### src/ccfg_pkg.sv
package ccfg_pkg;
    // Bus geometry
    localparam int ADDR_W = 10;
    localparam int DATA_W = 8;
    // Register offsets
    localparam logic [9:0] OFS_LOOP_FIRST = 10'h010;
    localparam logic [9:0] OFS_LOOP_LAST  = 10'h01D;
    localparam logic [9:0] OFS_ANTIBL     = 10'h017;
    localparam logic [9:0] OFS_CAL        = 10'h018;
    localparam logic [9:0] OFS_POSTDIV    = 10'h1E0;
    localparam logic [9:0] OFS_PATH       = 10'h1E1;
    localparam logic [9:0] OFS_STATUS     = 10'h1F0;
    localparam logic [9:0] OFS_UPDATE     = 10'h232;
    // Loop register bank
    localparam int LOOP_NUM   = 14;
    localparam int IDX_PWR    = 0;
    localparam int IDX_ANTIBL = 7;
    localparam int IDX_CAL    = 8;
    // Field positions
    localparam int PWR_LSB = 0;
    localparam int PWR_W   = 2;
    localparam int POL_BIT = 7;
    localparam int ABL_LSB = 0;
    localparam int ABL_W   = 2;
    localparam int CAL_BIT = 0;
    localparam int DIV_LSB = 0;
    localparam int DIV_W   = 3;
    localparam int BYP_BIT = 0;
    localparam int SRC_BIT = 1;
    localparam int UPD_BIT = 0;
    // Status bits
    localparam int ST_CAL_BUSY = 0;
    localparam int ST_CAL_DONE = 1;
    localparam int ST_UPD_PEND = 2;
    localparam int ST_PLL_RUN  = 3;
    // Field values
    localparam logic [1:0] PWR_NORMAL   = 2'h0;
    localparam logic [1:0] PWR_ASYNC_PD = 2'h1;
    localparam logic [2:0] DIV_BASE     = 3'h2;
    localparam logic [2:0] DIV_CODE_MAX = 3'h4;
    localparam logic [2:0] DIV_RATIO_MAX = 3'h6;
    // Reset values
    localparam logic [7:0] RST_LOOP_PWR   = 8'h01;
    localparam logic [7:0] RST_LOOP_OTHER = 8'h00;
    localparam logic [7:0] RST_POSTDIV    = 8'h02;
    localparam logic [7:0] RST_PATH       = 8'h00;
    // Calibration run length in clock cycles
    localparam int CAL_CYCLES_DEF = 16;
    typedef enum logic [1:0] {
        CAL_IDLE = 2'h0,
        CAL_RUN  = 2'h1,
        CAL_DONE = 2'h3
    } ccfg_cal_state_e;
endpackage

### src/ccfg_clock_source_ctrl.sv
`timescale 1ns/1ns
// Function
// - Power field 01 puts loop in power-down
// - Power field 00 runs loop normally
// - Loop bank holds reference, divider, pump settings
// - Post-divider code selects divide 2 to 6
// - Bypass clear feeds distribution from post-divider
// - Bypass set routes source straight through
// - Source bit picks oscillator or external clock
// - Polarity bit picks positive or negative detector
// - Calibration starts when update turns bit from clear to set
// - Two-bit field sets antibacklash pulse width
// - Reset: loop off, divide 4, external source
module ccfg_clock_source_ctrl #(
    parameter int CAL_CYCLES = ccfg_pkg::CAL_CYCLES_DEF
) (
    // Clock and reset
    input  wire logic                        clock,
    input  wire logic                        rst_n,
    // Register port
    input  wire logic [ccfg_pkg::ADDR_W-1:0] reg_addr,
    input  wire logic [ccfg_pkg::DATA_W-1:0] reg_wdata,
    input  wire logic                        reg_wr,
    input  wire logic                        reg_rd,
    output logic [ccfg_pkg::DATA_W-1:0]      reg_rdata,
    // Clock sources
    input  wire logic                        ext_clk_in,
    input  wire logic                        osc_clk_in,
    // Loop controls
    output logic [1:0]                       pll_power_mode,
    output logic                             pll_async_pd,
    output logic                             pll_run,
    output logic                             pfd_polarity_neg,
    output logic [1:0]                       antibacklash_width,
    output logic [8*ccfg_pkg::LOOP_NUM-1:0]  loop_cfg,
    // Path controls
    output logic                             osc_source_internal,
    output logic                             post_div_bypass,
    output logic [2:0]                       post_div_code,
    output logic                             dist_clk_out,
    // Calibration
    output logic                             cal_start,
    output logic                             cal_busy
);
    import ccfg_pkg::*;

    localparam int CW = $clog2(CAL_CYCLES + 1);

    logic [7:0]            loop_shadow [LOOP_NUM];
    logic [7:0]            loop_active [LOOP_NUM];
    logic [8*LOOP_NUM-1:0] loop_shadow_flat;
    logic [7:0]            div_shadow;
    logic [7:0]            div_active;
    logic [7:0]            path_shadow;
    logic [7:0]            path_active;
    logic                  loop_hit;
    logic [3:0]            loop_idx;
    logic                  upd_wr;
    logic                  upd_reg;
    logic [1:0]            pwr_mode_reg;
    logic                  async_pd_reg;
    logic                  run_reg;
    logic                  pol_reg;
    logic [1:0]            abl_reg;
    logic                  src_int_reg;
    logic                  bypass_reg;
    logic [2:0]            div_code_reg;
    logic                  dist_clk_reg;
    logic                  src_level;
    logic                  cal_act;
    logic                  cal_prev_reg;
    logic                  cal_rise;
    logic                  cal_start_reg;
    ccfg_cal_state_e       cal_state_reg;
    logic [CW-1:0]         cal_cnt_reg;
    logic                  cal_busy_reg;
    logic [7:0]            status;
    logic [7:0]            rdata_reg;

    // Address decode
    assign loop_hit = (reg_addr >= OFS_LOOP_FIRST) && (reg_addr <= OFS_LOOP_LAST);
    assign loop_idx = 4'(reg_addr - OFS_LOOP_FIRST);
    assign upd_wr   = reg_wr && (reg_addr == OFS_UPDATE) && reg_wdata[UPD_BIT];

    // Loop register bank
    genvar i;
    generate
        for (i = 0; i < LOOP_NUM; i++) begin : g_loop
            ccfg_shadow_reg #(
                .W   (8),
                .RST ((i == IDX_PWR) ? RST_LOOP_PWR : RST_LOOP_OTHER)
            ) u_reg (
                .clock      (clock),
                .rst_n      (rst_n),
                .wr_en      (reg_wr && loop_hit && (loop_idx == 4'(i))),
                .wr_data    (reg_wdata),
                .load       (upd_reg),
                .shadow_reg (loop_shadow[i]),
                .active_reg (loop_active[i])
            );
            assign loop_cfg[8*i +: 8]         = loop_active[i];
            assign loop_shadow_flat[8*i +: 8] = loop_shadow[i];
        end
    endgenerate

    // Post-divider ratio register
    ccfg_shadow_reg #(
        .W   (8),
        .RST (RST_POSTDIV)
    ) u_div (
        .clock      (clock),
        .rst_n      (rst_n),
        .wr_en      (reg_wr && (reg_addr == OFS_POSTDIV)),
        .wr_data    (reg_wdata),
        .load       (upd_reg),
        .shadow_reg (div_shadow),
        .active_reg (div_active)
    );

    // Source and path register
    ccfg_shadow_reg #(
        .W   (8),
        .RST (RST_PATH)
    ) u_path (
        .clock      (clock),
        .rst_n      (rst_n),
        .wr_en      (reg_wr && (reg_addr == OFS_PATH)),
        .wr_data    (reg_wdata),
        .load       (upd_reg),
        .shadow_reg (path_shadow),
        .active_reg (path_active)
    );

    // Update strobe, clears itself unless rewritten
    always_ff @(posedge clock) begin
        if (!rst_n) begin
            upd_reg <= 1'b0;
        end else begin
            upd_reg <= upd_wr;
        end
    end

    // Loop control outputs
    always_ff @(posedge clock) begin
        if (!rst_n) begin
            pwr_mode_reg <= RST_LOOP_PWR[PWR_LSB +: PWR_W];
            async_pd_reg <= 1'b1;
            run_reg      <= 1'b0;
            pol_reg      <= RST_LOOP_OTHER[POL_BIT];
            abl_reg      <= RST_LOOP_OTHER[ABL_LSB +: ABL_W];
        end else begin
            pwr_mode_reg <= loop_active[IDX_PWR][PWR_LSB +: PWR_W];
            async_pd_reg <= loop_active[IDX_PWR][PWR_LSB +: PWR_W] == PWR_ASYNC_PD;
            run_reg      <= loop_active[IDX_PWR][PWR_LSB +: PWR_W] == PWR_NORMAL;
            pol_reg      <= loop_active[IDX_PWR][POL_BIT];
            abl_reg      <= loop_active[IDX_ANTIBL][ABL_LSB +: ABL_W];
        end
    end

    // Path control outputs
    always_ff @(posedge clock) begin
        if (!rst_n) begin
            src_int_reg  <= RST_PATH[SRC_BIT];
            bypass_reg   <= RST_PATH[BYP_BIT];
            div_code_reg <= RST_POSTDIV[DIV_LSB +: DIV_W];
        end else begin
            src_int_reg  <= path_active[SRC_BIT];
            bypass_reg   <= path_active[BYP_BIT];
            div_code_reg <= div_active[DIV_LSB +: DIV_W];
        end
    end

    // Source select ahead of post-divider
    assign src_level = src_int_reg ? osc_clk_in : ext_clk_in;

    ccfg_post_div u_post_div (
        .clock        (clock),
        .rst_n        (rst_n),
        .src_level    (src_level),
        .ratio_code   (div_code_reg),
        .bypass       (bypass_reg),
        .dist_clk_reg (dist_clk_reg)
    );

    // Calibration trigger on rising effective bit
    assign cal_act  = loop_active[IDX_CAL][CAL_BIT];
    assign cal_rise = cal_act && !cal_prev_reg;

    always_ff @(posedge clock) begin
        if (!rst_n) begin
            cal_prev_reg  <= 1'b0;
            cal_start_reg <= 1'b0;
        end else begin
            cal_prev_reg  <= cal_act;
            cal_start_reg <= cal_rise;
        end
    end

    // Calibration sequencer
    always_ff @(posedge clock) begin
        if (!rst_n) begin
            cal_state_reg <= CAL_IDLE;
            cal_cnt_reg   <= '0;
            cal_busy_reg  <= 1'b0;
        end else begin
            case (cal_state_reg)
                CAL_IDLE, CAL_DONE: begin
                    cal_cnt_reg  <= '0;
                    cal_busy_reg <= cal_start_reg;
                    if (cal_start_reg) begin
                        cal_state_reg <= CAL_RUN;
                    end else if (!cal_act) begin
                        cal_state_reg <= CAL_IDLE;
                    end
                end
                CAL_RUN: begin
                    if (cal_cnt_reg == CW'(CAL_CYCLES - 1)) begin
                        cal_state_reg <= CAL_DONE;
                        cal_cnt_reg   <= '0;
                        cal_busy_reg  <= 1'b0;
                    end else begin
                        cal_cnt_reg  <= CW'(cal_cnt_reg + 1'b1);
                        cal_busy_reg <= 1'b1;
                    end
                end
                default: begin
                    cal_state_reg <= CAL_IDLE;
                    cal_cnt_reg   <= '0;
                    cal_busy_reg  <= 1'b0;
                end
            endcase
        end
    end

    // Status word
    always_comb begin
        status              = 8'h00;
        status[ST_CAL_BUSY] = cal_state_reg == CAL_RUN;
        status[ST_CAL_DONE] = cal_state_reg == CAL_DONE;
        status[ST_UPD_PEND] = upd_reg;
        status[ST_PLL_RUN]  = run_reg;
    end

    // Read port, data valid one cycle after strobe
    always_ff @(posedge clock) begin
        if (!rst_n) begin
            rdata_reg <= 8'h00;
        end else if (reg_rd) begin
            if (loop_hit) begin
                rdata_reg <= loop_shadow[loop_idx];
            end else begin
                case (reg_addr)
                    OFS_POSTDIV: rdata_reg <= div_shadow;
                    OFS_PATH:    rdata_reg <= path_shadow;
                    OFS_STATUS:  rdata_reg <= status;
                    OFS_UPDATE:  rdata_reg <= 8'h00;
                    default:     rdata_reg <= 8'h00;
                endcase
            end
        end else begin
            rdata_reg <= 8'h00;
        end
    end

    // Output drive
    assign reg_rdata           = rdata_reg;
    assign pll_power_mode      = pwr_mode_reg;
    assign pll_async_pd        = async_pd_reg;
    assign pll_run             = run_reg;
    assign pfd_polarity_neg    = pol_reg;
    assign antibacklash_width  = abl_reg;
    assign osc_source_internal = src_int_reg;
    assign post_div_bypass     = bypass_reg;
    assign post_div_code       = div_code_reg;
    assign dist_clk_out        = dist_clk_reg;
    assign cal_start           = cal_start_reg;
    assign cal_busy            = cal_busy_reg;
endmodule // ccfg_clock_source_ctrl

### src/ccfg_shadow_reg.sv
`timescale 1ns/1ns
module ccfg_shadow_reg #(
    parameter int         W   = 8,
    parameter logic [7:0] RST = 8'h00
) (
    // Clock and reset
    input  wire logic         clock,
    input  wire logic         rst_n,
    // Staging and transfer
    input  wire logic         wr_en,
    input  wire logic [W-1:0] wr_data,
    input  wire logic         load,
    // Stored values
    output logic [W-1:0]      shadow_reg,
    output logic [W-1:0]      active_reg
);
    import ccfg_pkg::*;

    // Staged value
    always_ff @(posedge clock) begin
        if (!rst_n) begin
            shadow_reg <= RST[W-1:0];
        end else if (wr_en) begin
            shadow_reg <= wr_data;
        end
    end

    // Effective value
    always_ff @(posedge clock) begin
        if (!rst_n) begin
            active_reg <= RST[W-1:0];
        end else if (load) begin
            active_reg <= shadow_reg;
        end
    end
endmodule // ccfg_shadow_reg

### src/ccfg_post_div.sv
`timescale 1ns/1ns
module ccfg_post_div (
    // Clock and reset
    input  wire logic       clock,
    input  wire logic       rst_n,
    // Source and setting
    input  wire logic       src_level,
    input  wire logic [2:0] ratio_code,
    input  wire logic       bypass,
    // Distribution feed
    output logic            dist_clk_reg
);
    import ccfg_pkg::*;

    logic       src_prev_reg;
    logic [2:0] cnt_reg;
    logic [2:0] ratio;
    logic [2:0] half;
    logic       src_rise;

    // Ratio 2 to 6, codes above range divide by 6
    assign ratio = (ratio_code > DIV_CODE_MAX) ? DIV_RATIO_MAX
                                               : 3'(ratio_code + DIV_BASE);
    assign half = ratio >> 1;
    assign src_rise = src_level & ~src_prev_reg;

    // Source edge detect
    always_ff @(posedge clock) begin
        if (!rst_n) begin
            src_prev_reg <= 1'b0;
        end else begin
            src_prev_reg <= src_level;
        end
    end

    // Edge counter
    always_ff @(posedge clock) begin
        if (!rst_n) begin
            cnt_reg <= 3'h0;
        end else if (src_rise) begin
            if (cnt_reg >= 3'(ratio - 3'h1)) begin
                cnt_reg <= 3'h0;
            end else begin
                cnt_reg <= 3'(cnt_reg + 3'h1);
            end
        end
    end

    // Output path select
    always_ff @(posedge clock) begin
        if (!rst_n) begin
            dist_clk_reg <= 1'b0;
        end else if (bypass) begin
            dist_clk_reg <= src_level;
        end else begin
            dist_clk_reg <= (cnt_reg < half);
        end
    end
endmodule // ccfg_post_div

### config.mk
export PLATFORM = sky130hd
export DESIGN_NAME = ccfg_clock_source_ctrl
export DESIGN_NICKNAME = d
export VERILOG_FILES = /design/src/ccfg_pkg.sv /design/src/ccfg_clock_source_ctrl.sv /design/src/ccfg_shadow_reg.sv /design/src/ccfg_post_div.sv
export SDC_FILE = /design/constraint.sdc
export NUM_CORES = 1
export LEC_CHECK = 0
export BUFFER_PORTS_ARGS = -buffer_cell sky130_fd_sc_hd__buf_2
export CAP_MARGIN = 0
export CORE_MARGIN = 1.5
export CORE_UTILIZATION = 54
export CTS_BUF_LIST = sky130_fd_sc_hd__clkbuf_4
export DETAILED_ROUTE_END_ITERATION = 16
export PLACE_DENSITY = 0.89
export SYNTH_ARGS = -nofsm -noshare
export SYNTH_HDL_FRONTEND = slang
export SYNTH_SLANG_ARGS = --single-unit
### constraint.sdc
create_clock -name clock -period 1.67 [get_ports clock]
set_input_delay 0 -clock clock [delete_from_list [all_inputs] [get_ports clock]]
set_output_delay 0 -clock clock [all_outputs]
set_load 0.02 [all_outputs]
==> impl_metrics.json <==
{
  "status": "completed",
  "criticalPathCategory": "in2reg",
  "min_period_ns": 1.64,
  "grt_overflow_total": 0,
  "p_switching_uw": 3230,
  "synth_cell_types": 45,
  "die-area_um2": 22200,
  "critPathTopFamily": "buffers and inverters",
  "fin_skew_ns": 0.0733,
  "max_freq_ghz": 0.609,
  "cp_num_buf_inv": 4,
  "cts-root-buf": "clkbuf_4",
  "pwr-share-clk": 0.451,
  "drt_iter0_drc": 904,
  "hold_viol_final": 0,
  "hpwlAfterDp_mm": 20.9,
  "synth-seq-cells": 281,
  "seq_power_share": 0.504,
  "rows": 53,
  "syn_inst": 1072,
  "start_kind": "input pin",
  "crit_path_cell_trace": "dlygate4sd3_1 > buf_2 > nor2_4 > buf_12 > nand4_4 > dlygate4sd3_1 > mux2i_1 > nor2_1",
  "setup_viol": 0,
  "worst-path-max-fanout": 15,
  "wl_per_cell_um": 20.0,
  "dr.pass1.iters": 6,
  "grt_pass1_wl_mm": 50.8,
  "initial_core_util": 0.549,
  "utilization": 0.676,
  "vias_per_cell": 5.70,
  "drtAntennaViolNets": 0,
  "drive_above_1_share": 0.262,
  "tightest_slew_ns": 0.586,
  "synth_area_um2": 11500,
  "area_delta_synth_final_pct": 23.2,
  "power_leakage_uw": 0.00674,
  "dpl.cell_count": 1471,
  "hold_class": "in2reg",
  "async_reset_ff_frac": 0,
  "cts_tree": "done",
  "synth-seq-area-share": 0.489,
  "final_cell_mix": "dfxtp_1 (277), mux2i_1 (275), nor2_1 (254)",
  "synth_nets": 1108,
  "fin_cells": 1643,
  "regArea_um2": 5640,
  "routabilityCongestion": 0.892,
  "cts_max_path_buffers": 3,
  "port_buffers": 158,
  "grtUsageTotal": 0.298,
  "slew_headroom": 0.609,
  "drv_cap": 0,
  "rsz0062_at_grt": "yes",
  "slowest_delay_ns": 0.73,
  "p_sw_frac": 0.242,
  "die_w_um": 149,
  "core_um2": 21000,
  "end_kind": "flop",
  "layout.cells.most_common": "dfxtp_1",
  "required_ns": 2.28,
  "io_pins": 159,
  "n_fill_cell": 1472,
  "slowest_stage": "dlygate4sd3_1",
  "nNetsFinal": 1353,
  "synth_warnings": 0,
  "crit_arrival_ns": 2.25,
  "drt_wl_total_mm": 32.9,
  "finalMaxSlewViolations": 0,
  "synthFlopType": "dfxtp_1",
  "htreeDepth": 3,
  "cts_buffers": 72,
  "multi_input_comb_area_um2": 5560,
  "vias": 9367,
  "antenna_found_initial": 2,
  "synth-edff-count": 0,
  "syn_area_per_cell_um2": 10.7,
  "grt_max_degree": 56,
  "p_int_uw": 10100,
  "clock_sinks": 281,
  "grt_pass1_vias": 9419,
  "die_h_um": 149,
  "powerDensity_nw_per_um2": 941,
  "path_clk_slew_ns": 0.07,
  "ir_drop_uv": 525,
  "drc": 0,
  "combPwrFrac": 0.045,
  "clock_latency_ns": 0.72,
  "cpMostUsedCell": "dlygate4sd3_1",
  "min_period_over_period": 0.983
}
[worst reg2reg max path, delay by kind of cell (launching register included)]
kind / cells / cell delay, ns
AOI/OAI and AO/OA: 2 / 0.41
DFF: 1 / 0.36
adders and majority gates: 2 / 0.44
xor gates and xnor gates: 1 / 0.16
and+or+nand+nor: 1 / 0.16
[final timing paths]
path	from	endpoint	slack [ns]	cells past startpoint
worst max-delay path	reg_addr[5]	g_loop[9].u_reg.shadow_reg[2]$_SDFFE_PN0P_	0.03	8
worst min-delay path	reg_addr[6]	g_loop[1].u_reg.shadow_reg[0]$_SDFFE_PN0P_	0.01	6
worst max register to register	post_div_code[2]$_SDFF_PN0_	u_post_div.cnt_reg[0]$_SDFFE_PN0P_	0.03	6
worst min register to register	cal_prev_reg$_SDFF_PN0_	cal_start$_SDFF_PN0_	0.42	1
[per-stage QoR]
stage | hold WS [ns] | TNS, ns | setup WS [ns] | total power [uW] | area (um^2)
after global placement | 0.290 | 0 | 0.0125 | 7380 | 12700
after CTS | 0.00234 | 0 | 0.0122 | 13300 | 14100
after global routing | 0.0153 | -0.0354 | -0.0307 | 13800 | 14200
after detailed placement | 0.296 | -0.129 | -0.0510 | 7400 | 12700
final | 0.0146 | 0 | 0.0284 | 13300 | 14200
after floorplan | 0.110 | 0 | 0.00877 | 7210 | 11500
[cells by family (layout without fill, tap and decap cells)]
| group | after synthesis | after routing | synth area share |
|---|---|---|---|
| adder cells (fa/ha/maj) | 12 | 12 | 0.0131 |
| other | 0 | 1 | 0 |
| multiplexers | 293 | 293 | 0.275 |
| XOR/XNOR | 5 | 5 | 0.00381 |
| AO/OA/AOI/OAI | 51 | 51 | 0.0313 |
| AND/OR/NAND/NOR | 350 | 350 | 0.153 |
| flip-flops | 281 | 281 | 0.489 |
| buffers and inverters | 80 | 375 | 0.0347 |
[timing repair]
action / 4_1_cts / 5_1_grt
resized for setup: 5 / 11
setup endpoints to repair: 5 / 13
setup buffers: 0 / 1
hold endpoints to repair: 160 / 0
pin swaps: 4 / 2
hold buffers: 46 / 0
[final cells by class]
class | instances | share of cell area
multi-input combinational | 711 | 0.392
inverter | 5 | 0.00168
clock buffer | 105 | 0.0556
timing repair buffer | 246 | 0.119
tap | 275 | 0.0243
clock inverter | 19 | 0.00910
antenna | 1 | 0.000177
sequential | 281 | 0.398
[power by group through the flow]
stage	clock (uW)	combinational [uW]	sequential, uW
floorplan	0	341	6870
detailed placement	0	526	6870
finish	6020	600	6720
global route	6490	627	6710
CTS	6040	570	6720
global placement	0	514	6870
[synth_stat cells, drive strengths merged, types with 3 or more instances]
master / instances / area, um^2
a211oi: 10 / 75.1
a31oi: 8 / 50.1
and2: 11 / 68.8
inv: 4 / 15.0
nand4: 16 / 323
xnor2: 3 / 26.3
nor3: 4 / 20.0
buf: 34 / 226
dfxtp: 281 / 5630
a22oi: 12 / 90.1
or2: 5 / 31.3
a21oi: 8 / 40.0
a221oi: 8 / 70.1
mux2i: 276 / 2760
nand2: 22 / 82.6
nand3: 8 / 40.0
mux4: 16 / 390
nor2: 256 / 976
ha: 12 / 150
nor2b: 8 / 50.1
and3: 5 / 31.3
clkbuf: 41 / 154
nand2b: 4 / 25.0
nor3b: 4 / 46.3
[per-layer routing]
metal | share of wire | routed length (um) | vias up | track usage
li1 | - | - | 4247 | -
met1 | 0.38 | 12600 | 4418 | 0.354
met2 | 0.47 | 15500 | 564 | 0.485
met3 | 0.10 | 3320 | 136 | 0.0881
met4 | 0.046 | 1500 | 2 | 0.164
met5 | 0.00039 | 13 | - | 0
Power figures use the tool's default switching activity.
